[src/logic/seid_pkg.sv]
// Package: constants and carrier types for the serial EEPROM identification loader
package seid_pkg;

  // ==========================================================================
  // Serial clock divider
  localparam int         SEID_CLK_DIV      = 256;
  localparam int         SEID_DIV_W        = $clog2(SEID_CLK_DIV);
  localparam logic [7:0] SEID_DIV_RESET    = 8'h00;
  localparam logic [7:0] SEID_DIV_LAST     = 8'(SEID_CLK_DIV - 1);

  // ==========================================================================
  // Read frame layout: start bit, read opcode, 6-bit word address, 16 data bits
  localparam int         SEID_CMD_BITS     = 9;
  localparam logic [2:0] SEID_READ_OPCODE  = 3'h6;
  localparam int         SEID_ADDR_BITS    = 6;
  localparam int         SEID_WORD_BITS    = 16;
  localparam int         SEID_FRAME_BITS   = SEID_CMD_BITS + SEID_WORD_BITS;
  localparam logic [4:0] SEID_FRAME_LAST   = 5'(SEID_FRAME_BITS - 1);
  localparam logic [4:0] SEID_DATA_FIRST   = 5'(SEID_CMD_BITS);
  localparam logic [4:0] SEID_BIT_RESET    = 5'h00;

  // Words fetched: 0 vendor, 1 device, 2 subsystem vendor, 3 subsystem
  localparam int         SEID_NUM_WORDS    = 4;
  localparam logic [1:0] SEID_WORD_LAST    = 2'(SEID_NUM_WORDS - 1);
  localparam logic [1:0] SEID_WORD_RESET   = 2'h0;

  // ==========================================================================
  // Presence sensing window on the released select line (cycles)
  localparam logic [3:0] SEID_SENSE_CYCLES = 4'h8;
  localparam logic [3:0] SEID_SENSE_RESET  = 4'h0;

  // ==========================================================================
  // Built-in identification values; all four values are arbitrary
  localparam logic [15:0] SEID_DEF_VENDOR     = 16'h1234;
  localparam logic [15:0] SEID_DEF_DEVICE     = 16'h0004;
  localparam logic [15:0] SEID_DEF_SUB_VENDOR = 16'h1234;
  localparam logic [15:0] SEID_DEF_SUB_ID     = 16'h0000;

  // ==========================================================================
  // Channel count for the infrared enable bit
  localparam int          SEID_CHANNELS       = 4;
  localparam logic [3:0]  SEID_IR_RESET       = 4'h0;

  // ==========================================================================
  // Carrier types
  typedef struct packed {
    logic [15:0] vendor;
    logic [15:0] device;
    logic [15:0] sub_vendor;
    logic [15:0] sub_id;
  } seid_ids_t;

  typedef struct packed {
    logic select;
    logic clock;
    logic write;
  } seid_eectl_t;

  typedef enum logic [4:0] {
    SEID_ST_SENSE  = 5'b00001,
    SEID_ST_SELECT = 5'b00010,
    SEID_ST_SHIFT  = 5'b00100,
    SEID_ST_GAP    = 5'b01000,
    SEID_ST_DONE   = 5'b10000
  } seid_state_t;

endpackage

[src/logic/seid_loader.sv]
// Top: serial EEPROM identification loader and infrared start-up strap
`timescale 1ns/1ps

// Summary of operation
// - Auto read clocks the EEPROM at bus clock divided by 256.
// - Auto read of identification runs after power-up and every reset.
// - Outside auto read, software toggles the serial clock via control bit.
// - Outside auto read, software drives the EEPROM select directly via control bit.
// - At power-up the pulled-up select line senses EEPROM presence.
// - In manual access the write line follows a software control bit.
// - Software can read the level of the EEPROM read line.
// - Auto loader addresses and shifts the EEPROM as 16-bit words.
// - Infrared strap is sampled after power-up, hardware reset and soft reset.
// - Sampled strap goes to modem control bit 6 of all four channels.
// - Software may then write the infrared bit freely until next reset.
// - EEPROM contents only supply the four identification values.
// - Without loaded EEPROM data, built-in identification values are reported.
module seid_loader
  import seid_pkg::*;
(
  // Clock and resets
  input  wire logic                     clock,
  input  wire logic                     reset,
  input  wire logic                     soft_reset,
  // EEPROM pins; select is two-way for presence sensing
  output logic                          eeprom_serial_clock,
  output logic                          eeprom_select_out,
  output logic                          eeprom_select_oe,
  input  wire logic                     eeprom_select_in,
  output logic                          eeprom_write_line,
  input  wire logic                     eeprom_read_line,
  // Control register bits for manual access
  input  wire seid_eectl_t              eeprom_manual,
  output logic                          eeprom_read_level,
  // Loader status
  output logic                          load_busy,
  output logic                          eeprom_present,
  output logic                          ids_from_eeprom,
  // Identification values for configuration space
  output seid_ids_t                     ids,
  // Infrared strap and modem control bit 6 per channel
  input  wire logic                     infrared_startup_strap,
  input  wire logic [SEID_CHANNELS-1:0] ir_write,
  input  wire logic [SEID_CHANNELS-1:0] ir_write_value,
  output logic      [SEID_CHANNELS-1:0] modem_control_ir
);

  // ==========================================================================
  // Synchronised pin inputs
  logic [2:0] pins_sync;
  logic       select_sync;
  logic       read_sync;
  logic       strap_sync;

  seid_sync #(
    .WIDTH (3)
  ) u_pin_sync (
    .clock    (clock),
    .reset    (reset),
    .async_in ({eeprom_select_in, eeprom_read_line, infrared_startup_strap}),
    .sync_out (pins_sync)
  );

  assign select_sync = pins_sync[2];
  assign read_sync   = pins_sync[1];
  assign strap_sync  = pins_sync[0];

  // ==========================================================================
  // Read command bit for a frame position, MSB first
  function automatic logic cmd_bit(input logic [4:0] pos, input logic [1:0] word);
    logic [SEID_CMD_BITS-1:0] cmd;
    cmd = {SEID_READ_OPCODE, 4'h0, word};
    if (pos < SEID_DATA_FIRST)
      cmd_bit = cmd[4'(SEID_CMD_BITS - 1) - pos[3:0]];
    else
      cmd_bit = 1'b0;
  endfunction

  // ==========================================================================
  // Loader state
  seid_state_t          state_reg;
  seid_state_t          state_next;
  logic [7:0]           div_reg;
  logic [3:0]           sense_reg;
  logic [4:0]           bit_reg;
  logic [1:0]           word_reg;
  logic [15:0]          shift_reg;
  logic [15:0]          words_reg [SEID_NUM_WORDS];
  logic                 present_reg;
  logic                 loaded_reg;
  logic                 write_reg;
  logic                 div_wrap;
  logic                 sense_end;

  assign div_wrap  = (div_reg == SEID_DIV_LAST);
  assign sense_end = (sense_reg == SEID_SENSE_CYCLES);

  // ==========================================================================
  // Next state
  always_comb
  begin
    state_next = state_reg;
    case (state_reg)
      SEID_ST_SENSE:
      begin
        if (sense_end)
          state_next = select_sync ? SEID_ST_SELECT : SEID_ST_DONE;
      end
      SEID_ST_SELECT:
      begin
        if (div_wrap)
          state_next = SEID_ST_SHIFT;
      end
      SEID_ST_SHIFT:
      begin
        if (div_wrap && bit_reg == SEID_FRAME_LAST)
          state_next = SEID_ST_GAP;
      end
      SEID_ST_GAP:
      begin
        if (div_wrap)
          state_next = (word_reg == SEID_WORD_LAST) ? SEID_ST_DONE : SEID_ST_SELECT;
      end
      SEID_ST_DONE:
        state_next = SEID_ST_DONE;
      default:
        state_next = SEID_ST_SENSE;
    endcase
  end

  // Soft reset restarts the whole sequence like a hardware reset
  always_ff @(posedge clock or posedge reset)
  begin
    if (reset)
      state_reg <= SEID_ST_SENSE;
    else if (soft_reset)
      state_reg <= SEID_ST_SENSE;
    else
      state_reg <= state_next;
  end

  // ==========================================================================
  // Presence sensing window: select released so the pull-up shows
  always_ff @(posedge clock or posedge reset)
  begin
    if (reset)
    begin
      sense_reg   <= SEID_SENSE_RESET;
      present_reg <= 1'b0;
    end
    else if (soft_reset)
    begin
      sense_reg   <= SEID_SENSE_RESET;
      present_reg <= 1'b0;
    end
    else if (state_reg == SEID_ST_SENSE)
    begin
      sense_reg <= sense_reg + 4'h1;
      if (sense_end)
        present_reg <= select_sync;
    end
  end

  // ==========================================================================
  // Serial clock divider, free during the automatic read
  always_ff @(posedge clock or posedge reset)
  begin
    if (reset)
      div_reg <= SEID_DIV_RESET;
    else if (soft_reset || state_reg == SEID_ST_SENSE || state_reg == SEID_ST_DONE)
      div_reg <= SEID_DIV_RESET;
    else
      div_reg <= div_reg + 8'h01;
  end

  // ==========================================================================
  // Frame bit position, word index and write data
  always_ff @(posedge clock or posedge reset)
  begin
    if (reset)
    begin
      bit_reg   <= SEID_BIT_RESET;
      word_reg  <= SEID_WORD_RESET;
      write_reg <= 1'b0;
    end
    else if (soft_reset)
    begin
      bit_reg   <= SEID_BIT_RESET;
      word_reg  <= SEID_WORD_RESET;
      write_reg <= 1'b0;
    end
    else if (div_wrap)
    begin
      case (state_reg)
        SEID_ST_SELECT:
        begin
          bit_reg   <= SEID_BIT_RESET;
          write_reg <= cmd_bit(SEID_BIT_RESET, word_reg);
        end
        SEID_ST_SHIFT:
        begin
          // Data changes while the serial clock falls
          bit_reg   <= bit_reg + 5'h01;
          write_reg <= cmd_bit(bit_reg + 5'h01, word_reg);
        end
        SEID_ST_GAP:
        begin
          write_reg <= 1'b0;
          if (word_reg != SEID_WORD_LAST)
            word_reg <= word_reg + 2'h1;
        end
        default:
          write_reg <= 1'b0;
      endcase
    end
  end

  // ==========================================================================
  // Data capture: sampled late in the high phase, long after the rising edge
  always_ff @(posedge clock or posedge reset)
  begin
    if (reset)
      shift_reg <= '0;
    else if (state_reg == SEID_ST_SHIFT && div_wrap && bit_reg >= SEID_DATA_FIRST)
      shift_reg <= {shift_reg[14:0], read_sync};
  end

  // Word store; a word is only complete after its last sample
  always_ff @(posedge clock or posedge reset)
  begin
    if (reset)
    begin
      for (int i = 0; i < SEID_NUM_WORDS; i++)
        words_reg[i] <= '0;
    end
    else if (state_reg == SEID_ST_GAP && div_reg == SEID_DIV_RESET)
      words_reg[word_reg] <= shift_reg;
  end

  // ==========================================================================
  // Identification values are committed together, never half-loaded
  always_ff @(posedge clock or posedge reset)
  begin
    if (reset)
    begin
      loaded_reg <= 1'b0;
      ids        <= {SEID_DEF_VENDOR, SEID_DEF_DEVICE, SEID_DEF_SUB_VENDOR, SEID_DEF_SUB_ID};
    end
    else if (soft_reset)
    begin
      loaded_reg <= 1'b0;
      ids        <= {SEID_DEF_VENDOR, SEID_DEF_DEVICE, SEID_DEF_SUB_VENDOR, SEID_DEF_SUB_ID};
    end
    else if (state_reg == SEID_ST_GAP && div_wrap && word_reg == SEID_WORD_LAST)
    begin
      loaded_reg <= 1'b1;
      ids        <= {words_reg[0], words_reg[1], words_reg[2], words_reg[3]};
    end
  end

  // ==========================================================================
  // EEPROM pin drive: automatic read owns the pins, otherwise software
  always_comb
  begin
    case (state_reg)
      SEID_ST_SENSE:
      begin
        eeprom_select_out   = 1'b0;
        eeprom_select_oe    = 1'b0;
        eeprom_serial_clock = 1'b0;
        eeprom_write_line   = 1'b0;
      end
      SEID_ST_SELECT, SEID_ST_GAP:
      begin
        eeprom_select_out   = (state_reg == SEID_ST_SELECT);
        eeprom_select_oe    = 1'b1;
        eeprom_serial_clock = 1'b0;
        eeprom_write_line   = write_reg;
      end
      SEID_ST_SHIFT:
      begin
        eeprom_select_out   = 1'b1;
        eeprom_select_oe    = 1'b1;
        eeprom_serial_clock = div_reg[SEID_DIV_W-1];
        eeprom_write_line   = write_reg;
      end
      default:
      begin
        eeprom_select_out   = eeprom_manual.select;
        eeprom_select_oe    = 1'b1;
        eeprom_serial_clock = eeprom_manual.clock;
        eeprom_write_line   = eeprom_manual.write;
      end
    endcase
  end

  assign eeprom_read_level = read_sync;
  assign load_busy         = (state_reg != SEID_ST_DONE);
  assign eeprom_present    = present_reg;
  assign ids_from_eeprom   = loaded_reg;

  // ==========================================================================
  // Infrared enable per channel: strap copy at end of sensing, then software
  genvar ch;
  generate
    for (ch = 0; ch < SEID_CHANNELS; ch++)
    begin : g_ir
      always_ff @(posedge clock or posedge reset)
      begin
        if (reset)
          modem_control_ir[ch] <= SEID_IR_RESET[ch];
        else if (soft_reset)
          modem_control_ir[ch] <= SEID_IR_RESET[ch];
        else if (state_reg == SEID_ST_SENSE && sense_end)
          modem_control_ir[ch] <= strap_sync;
        else if (ir_write[ch])
          modem_control_ir[ch] <= ir_write_value[ch];
      end
    end
  endgenerate

endmodule // seid_loader

[src/logic/seid_sync.sv]
// Two-flop synchroniser for pin inputs
`timescale 1ns/1ps

module seid_sync #(
  parameter int WIDTH = 1
) (
  // Clock and reset
  input  wire logic             clock,
  input  wire logic             reset,
  // Asynchronous level in, synchronised level out
  input  wire logic [WIDTH-1:0] async_in,
  output logic      [WIDTH-1:0] sync_out
);

  // ==========================================================================
  // First stage feeds only the second stage
  logic [WIDTH-1:0] meta_reg;

  always_ff @(posedge clock or posedge reset)
  begin
    if (reset)
    begin
      meta_reg <= '0;
      sync_out <= '0;
    end
    else
    begin
      meta_reg <= async_in;
      sync_out <= meta_reg;
    end
  end

endmodule // seid_sync

[config.mk]
export PLATFORM = sky130hd
export DESIGN_NAME = seid_loader
export DESIGN_NICKNAME = d
export VERILOG_FILES = /design/src/logic/seid_pkg.sv /design/src/logic/seid_loader.sv /design/src/logic/seid_sync.sv
export SDC_FILE = /design/constraint.sdc
export NUM_CORES = 1
export LEC_CHECK = 0
export BUFFER_PORTS_ARGS = -buffer_cell sky130_fd_sc_hd__buf_2
export CAP_MARGIN = 20
export CORE_MARGIN = 5
export CORE_UTILIZATION = 25
export CTS_CLUSTER_SIZE = 28
export DETAILED_ROUTE_END_ITERATION = 16
export HOLD_SLACK_MARGIN = 0.05
export PLACE_DENSITY_LB_ADDON = 0.08
export RECOVER_POWER = 25
export REMOVE_ABC_BUFFERS = 1
export SETUP_SLACK_MARGIN = 0.2
export SLEW_MARGIN = 40
export SYNTH_ARGS = -nofsm -noshare
export SYNTH_HDL_FRONTEND = slang
export SYNTH_SLANG_ARGS = --single-unit
[constraint.sdc]
create_clock -name clock -period 14.1 [get_ports clock]
set_input_delay 0.705 -clock clock [delete_from_list [all_inputs] [get_ports clock]]
set_output_delay 0.705 -clock clock [all_outputs]
set_load 0.03 [all_outputs]
**After elaboration in Yosys (flattened, before gate mapping)**

Index checks and enable logic that the tools add are counted.

- Register bits after elaboration: 181
- Output and inout port bits: 76

- Add/sub/neg operators: 5
- $lt $le $gt $ge: 5
- Equality and inequality tests: 15
- Mux-type cells: 50
- Bitwise gates (word level): 1
- Reductions and logical operators: 29

Operators by type and width:

| kind | number |
|---|---|
| 2-to-1 mux 64 bit | 2 |
| bitwise mux 64 bit | 1 |
| 2-to-1 mux 5 bit | 9 |
| demux 16 bit (select 2 bit) | 1 |
| case mux 5 bit (5 select lines) | 1 |
| 2-to-1 mux 1 bit | 22 |
| 2-to-1 mux 16 bit | 1 |
| nonzero test 3 bit | 5 |
| inequality test 3 bit (second input constant) | 4 |
| nonzero test 2 bit | 6 |
| == test 5 bit (second input constant) | 2 |
| case mux 5 bit (2 select lines) | 1 |
| adder 8 x 1 -> 8 bit (second input constant) | 1 |
| == test 8 bit (second input constant) | 1 |
| logical AND 1 bit | 8 |
| logical NOT 8 bit | 1 |
| 2-to-1 mux 2 bit | 4 |
| 2-to-1 mux 4 bit | 2 |
| 2-to-1 mux 8 bit | 1 |
| case mux 1 bit (2 select lines) | 3 |
| OR reduction 3 bit | 2 |
| adder 5 x 1 -> 5 bit (second input constant) | 1 |
| == test 5 x 1 -> 1 bit (second input constant) | 1 |
| == test 5 x 2 -> 1 bit (second input constant) | 1 |
| other kinds (22) | 24 |

**Depth between registers and ports, before layout**

Gate-level depths: netlist of run 1.

- Depth after elaboration: 8
- Mapped depth: 8
- Mapped depth without buffers: 8

**Modules after synthesis**

Synthesis of run 1 repeated with hierarchy kept, for this count alone.

- Cell total of the unflattened synthesis: 521
- Area, all modules: 7280.7 µm²

Modules (own cells, without submodules):

| module | times used | cells an instance | area an instance (µm²) |
|---|---|---|---|
| seid_loader | 1 | 514 | 7126.8 |
| seid_sync | 1 | 7 | 153.9 |

**Worst setup path after synthesis of run 1**

Ideal clock, no wire load.

- Path kind: register to output
- From: register state_reg[4]
- To: output port eeprom_serial_clock
- Arrival: 1.541 ns
- Data required time: 13.395 ns
- Slack: 11.854 ns
- Cell stages (with the launch flop): 5
- Cells stage by stage: dfrtp_1 nor3_2 nor3b_4 inv_2 a32o_1

- Word-level cells in the longest chain between the ends: 3
- Elaborated cells between the ends (all ways): 6
- Classes of those cells: eq/ne: 4; mux: 1; reduce/logical: 1

RTL lines:

| what | RTL line | RTL |
|---|---|---|
| from (decl) | seid_loader.sv:81 | `seid_state_t state_reg;` |
| from (signal assigned) | seid_loader.sv:139 | `state_reg <= state_next;` |
| == test 5 x 4 -> 1 bit, or another cell as far along | seid_loader.sv:265 | `case (state_reg)` |
| OR reduction 3 bit (no source line) | n/a |  |
| case mux 1 bit (2 select lines) (*) | seid_loader.sv:265 |  |
| to (decl) | seid_loader.sv:26 | `output logic eeprom_serial_clock,` |

Every way passes the cells marked *; elsewhere a longest branch is shown, timed or not.

==> results of run 1 <==
==> power by group <==
group | total (mW) | internal (mW) | leakage [nW] | switching, mW
Clock | 0.480 | 0.243 | 0.289 | 0.236
Sequential | 0.544 | 0.530 | 2.47 | 0.0136
Combinational | 0.119 | 0.0389 | 1.53 | 0.0805
Total | 1.14 | 0.812 | 4.29 | 0.330
==> cells by family after synthesis <==
kind of cell | after synthesis | share of synthesized area, %
adder cells (fa/ha/maj) | 12 | 2.06
multiplexers | 87 | 13.3
flip-flops | 181 | 62.2
buffers and inverters | 37 | 2.90
XOR/XNOR | 15 | 1.80
AO/OA/AOI/OAI | 102 | 11.1
AND/OR/NAND/NOR | 88 | 6.61
==> through the flow <==
step                      power (mW)  std cells
after floorplan                0.638        499
after global placement         0.674        979
after detailed placement       0.676        981
after CTS                       1.16       1013
after global routing            1.20       1013
final                           1.14       1013
==> synthesized netlist by cell type, drive strengths merged (3+ instances only) <==
| cell type | number | share of area (%) |
|---|---|---|
| dfrtp | 169 | 58 |
| mux2 | 81 | 12 |
| a22o | 53 | 6.4 |
| nor2 | 32 | 1.8 |
| nand2 | 20 | 1.1 |
| buf | 19 | 2.0 |
| inv | 14 | 0.72 |
| a21oi | 12 | 0.82 |
| dfstp | 12 | 4.3 |
| ha | 12 | 2.1 |
| o22a | 12 | 1.4 |
| xnor2 | 11 | 1.3 |
| nand3 | 9 | 0.69 |
| o21ai | 9 | 0.62 |
| nor3 | 7 | 0.77 |
| mux2i | 6 | 0.82 |
| clkbuf | 4 | 0.21 |
| xor2 | 4 | 0.48 |
| nand3b | 3 | 0.31 |
| nor4 | 3 | 0.34 |
==> routing by layer <==
metal	GRT usage, %	wire [microns]
met4	2.54	120
met5	0	0
met1	15.0	8450
met3	2.77	630
met2	17.6	8210
==> cell type report <==
type,instances,area (sq um)
Timing Repair Buffer,98,520
Clock buffer,18,439
Tap cell,384,480
Fill cell,2899,20000
Multi-Input combinational cell,304,2560
Sequential cell,181,4540
Inverter,14,53.8
Clock inverter,14,156
==> worst max path at each step <==
stage / start / end / slack [ns]
after floorplan: reset / bit_reg[0] / 8.50
after global placement: div_reg[0] / ids[24] / 11.14
after detailed placement: div_reg[0] / shift_reg[11] / 11.62
after CTS: state_reg[4] / eeprom_serial_clock / 11.17
after global routing: reset / state_reg[1] / 9.18
final: reset / ids[44] / 10.11
==> impl_metrics.py, run 1 <==
metrics = {
    "global_route": {
        "grt_pass1_vias": 4887,
        "grt_max_degree": 111,
        "gr-total-overflow": 0,
        "grt_pass1_wl_microns": 28800,
        "track_usage_pct": 11.0,
        "antenna_found_initial": 0,
    },
    "yosys": {
        "async_flop_share_pct": 100,
        "yosysSeqAreaShare_pct": 62.2,
        "syn_inst": 522,
        "synth.avg_cell_area_sq_um": 14.0,
        "synth_seq_cells": 181,
        "synth_ff_type": "dfrtp_1",
        "syn_area_sq_um": 7300,
        "synth_warnings": 0,
        "synth-edff-count": 0,
        "ys_types": 57,
    },
    "finish": {
        "area_growth_pct": 19.9,
        "finalNetCount": 645,
        "n_antenna_cell": 0,
        "final_common_cell": "dfrtp_1",
        "final_cell_area_sq_um": 8760,
        "fin_util_pct": 30.4,
        "drive_gt1_share_pct": 37.4,
        "final_cell_mix": "dfrtp_1 (169), buf_2 (92), mux2_2 (71), a22o_1 (53), nor2_1 (28)",
    },
    "worst_setup_path": {
        "max_stage_delay_ns": 2.75,
        "critPathBufInv": 2,
        "critPathMaxFanout": 110,
        "crit_chain": "buf_2, clkinvlp_2",
        "required_ns": 13.75,
        "worst-setup-path-type": "primary input to asynchronous set/reset pin",
        "reg2reg_slack_ns": 11.69,
        "worst_path_max_delay_cell": "clkinvlp_2",
        "rr_endpoint": "shift_reg[11]",
        "crit_family": "buffers and inverters",
        "crit_cells": 2,
        "worstRegToRegCells": 6,
        "crit_arrival_ns": 3.64,
        "endpoint_kind": "asynchronous set/reset pin",
        "start_kind": "primary input",
        "r2r_start": "div_reg[0]",
    },
    "pwr": {
        "p_per_area_nw_per_um2": 130,
        "p_leak_nw": 4.29,
        "vdd_drop_max_mv": 0.0726,
    },
    "placed_design": {
        "dp_hpwl_microns": 11300,
        "port_buffers": 92,
        "gp_congestion": 0.740,
        "place_area_sq_um": 8170,
        "place_ws_ns": 11.62,
    },
    "floorplan": {
        "dieHeight_microns": 181,
        "ios": 93,
        "core_area_sq_um": 28800,
        "initial_core_util_pct": 25.4,
        "die_x_microns": 181,
        "dieArea_sq_um": 32700,
        "row_count": 62,
    },
    "sta": {
        "relSlewSlack_pct": -233,
        "setup_viol": 0,
        "rsz0062_at_grt": "false",
        "clock_skew_ns": 0.00970,
        "finalHoldViolCount": 0,
        "post-route-period-util_pct": 28.3,
        "period_needed_ns": 3.99,
        "fin_hold_ws_ns": 0.350,
        "clock.fmax_mhz": 251,
        "worst_slew_pin_slew_ns": 4.96,
        "worst_slack_ns": 10.11,
        "drv_slew": 111,
        "timing.setup.tns_ns": 0,
    },
    "route": {
        "drt_pass1_iterations": 4,
        "routedWlPerCell_microns": 17.2,
        "ant_nets": 0,
        "vias_per_cell": 4.45,
        "finalWirelength_microns": 17400,
        "drtIter0Drc": 197,
        "vias": 4506,
        "drc": 0,
    },
    "clock_network": {
        "cts_buffer_depth": 2,
        "clkLatencyLatePin_ns": 0.43,
        "post_cts.repair.setup_buffers": 0,
        "cts_tree": "yes",
        "post_cts_resized": 0,
        "clock-sinks": 181,
        "cts_hold_buf": 0,
        "clockRootBuffer": "clkbuf_16",
        "cts-htree-levels": 4,
        "numCtsBuffers": 17,
        "clk_pin_slew_ns": 0.07,
    },
    "outcome": {
        "violations": "capacitance limit, slew limit",
        "status": "finished with violations",
    },
    "worst_hold_path": {
        "hold_start": "u_pin_sync.meta_reg[0]",
        "hold_path_class": "flop to flop",
        "hold_end": "u_pin_sync.sync_out[0]",
        "hold_depth": 0,
    },
    "flow_run": {
        "maxCapViolations": 1,
    },
}
No activity file was read; power rests on OpenSTA's default activity.
==> run 2: changes to the inputs <==
- clock period: 14.1 -> 3.6 ns (I/O delays scaled with it)
==> impl_metrics.py, run 2 (synthesized netlist as in run 1, its figures left out) <==
metrics = {
    "floorplan": {
        "dieHeight_microns": 181,
        "core_area_sq_um": 28800,
        "row_count": 62,
        "initial_core_util_pct": 25.4,
        "ios": 93,
        "die_x_microns": 181,
        "dieArea_sq_um": 32700,
    },
    "finish": {
        "final_cell_area_sq_um": 8800,
        "n_antenna_cell": 0,
        "stdcell_count": 1020,
        "fin_util_pct": 30.6,
        "area_growth_pct": 20.5,
        "final_cell_mix": "dfrtp_1 (169), buf_2 (91), mux2_2 (71), a22o_1 (53), nor2_1 (28)",
        "final_common_cell": "dfrtp_1",
        "drive_gt1_share_pct": 36.9,
        "finalNetCount": 652,
        "fillers": 2874,
    },
    "sta": {
        "post-route-period-util_pct": 68.8,
        "fin_hold_ws_ns": 0.0746,
        "clock.fmax_mhz": 404,
        "drv_slew": 112,
        "relSlewSlack_pct": -60.2,
        "period_needed_ns": 2.48,
        "rsz0062_at_grt": "false",
        "worst_slack_ns": 1.12,
        "finalHoldViolCount": 0,
        "setup_viol": 0,
        "clock_skew_ns": 0.0142,
        "worst_slew_pin_slew_ns": 2.40,
    },
    "placed_design": {
        "port_buffers": 92,
        "gp_congestion": 0.758,
        "dp_hpwl_microns": 11700,
        "place_area_sq_um": 8160,
        "dp.cells": 982,
        "place_ws_ns": 1.09,
    },
    "route": {
        "vias_per_cell": 4.49,
        "routedWlPerCell_microns": 17.7,
        "finalWirelength_microns": 18000,
        "drt_pass1_iterations": 4,
        "ant_nets": 0,
        "drtIter0Drc": 193,
        "vias": 4580,
        "drc": 0,
    },
    "pwr": {
        "power_frac_comb_pct": 10.7,
        "vdd_drop_max_mv": 0.264,
        "p_seq_share_pct": 48.0,
        "internal-power_mw": 3.16,
        "p_sw_mw": 1.27,
        "switching_share_pct": 28.7,
        "p_leak_nw": 4.31,
        "power.share.clock_pct": 41.3,
        "p_per_area_nw_per_um2": 504,
    },
    "worst_hold_path": {
        "hold_path_class": "primary input to flop",
    },
    "worst_setup_path": {
        "worst-setup-path-type": "flop to flop",
        "required_ns": 3.91,
        "crit_arrival_ns": 2.79,
        "critPathMaxFanout": 45,
        "start_kind": "flop",
        "endpoint_kind": "flop",
        "reg2reg_slack_ns": 1.12,
    },
    "global_route": {
        "grt_max_degree": 112,
        "grt_pass1_wl_microns": 29200,
        "grt_pass1_vias": 4975,
        "track_usage_pct": 11.3,
        "gr-total-overflow": 0,
        "antenna_found_initial": 0,
    },
    "outcome": {
        "violations": "capacitance limit, slew limit",
        "status": "finished with violations",
    },
    "clock_network": {
        "cts_buffer_depth": 2,
        "cts-htree-levels": 4,
        "post_cts.repair.setup_buffers": 0,
        "clock-sinks": 181,
        "clkLatencyLatePin_ns": 0.43,
        "clk_pin_slew_ns": 0.07,
        "cts_tree": "yes",
        "clockRootBuffer": "clkbuf_16",
        "numCtsBuffers": 17,
        "post_cts_resized": 0,
        "cts_hold_buf": 6,
    },
    "flow_run": {
        "maxCapViolations": 1,
    },
}
==> run 2: through the flow <==
step           TNS [ns]  total power [mW]
2_1_floorplan   -250.72              2.50
3_3_place_gp          0              2.64
3_5_place_dp          0              2.65
4_1_cts               0              4.52
5_1_grt               0              4.66
6_report              0              4.43
==> run 2: power groups by stage <==
stage               sequential [mW]  clock [mW]  combinational (mW)
floorplan                      2.16           0               0.336
global placement               2.16           0               0.475
detailed placement             2.17           0               0.482
CTS                            2.13        1.90               0.488
global route                   2.13        1.99               0.538
finish                         2.13        1.83               0.476
==> run 2: metal layers <==
metal  up-vias  GRT usage, %  wire [microns]
li1       2101             -               -
met1      2373          15.0            8490
met2        83          18.1            8580
met3        23          2.59             667
met4         0          3.78             280
met5         -             0               0
==> run 2: worst max-delay path: stages (launching register included) <==
cell and delay [ns]:
dfrtp_1 0.39, ha_1 0.22, nand2_1 0.11, or3_1 0.53, nor2_2 0.32, nor2_4 0.12, buf_4 0.34, a22o_1 0.30
==> run 2: final timing paths <==
| kind | start | end | cells after the start |
|---|---|---|---|
| setup / recovery | div_reg[0] | ids[2] | 7 |
| hold / removal | ir_write[3] | modem_control_ir[3] | 3 |
| setup reg to reg | div_reg[0] | ids[2] | 7 |
| hold reg to reg | u_pin_sync.meta_reg[1] | u_pin_sync.sync_out[1] | 0 |
| max in group asynchronous | reset | ids[18] | 4 |
| min in group asynchronous | reset | words_reg[23] | 3 |
==> run 2: final cells by class <==
type	count	area, sq um	share of cell area [%]
clock inverters	15	160	1.82
clock buffers	17	425	4.83
inverters	14	56.3	0.640
repair buffers	105	572	6.50
flip-flops and latches	181	4540	51.6
well taps	384	480	5.46
multi-input cells	304	2560	29.1
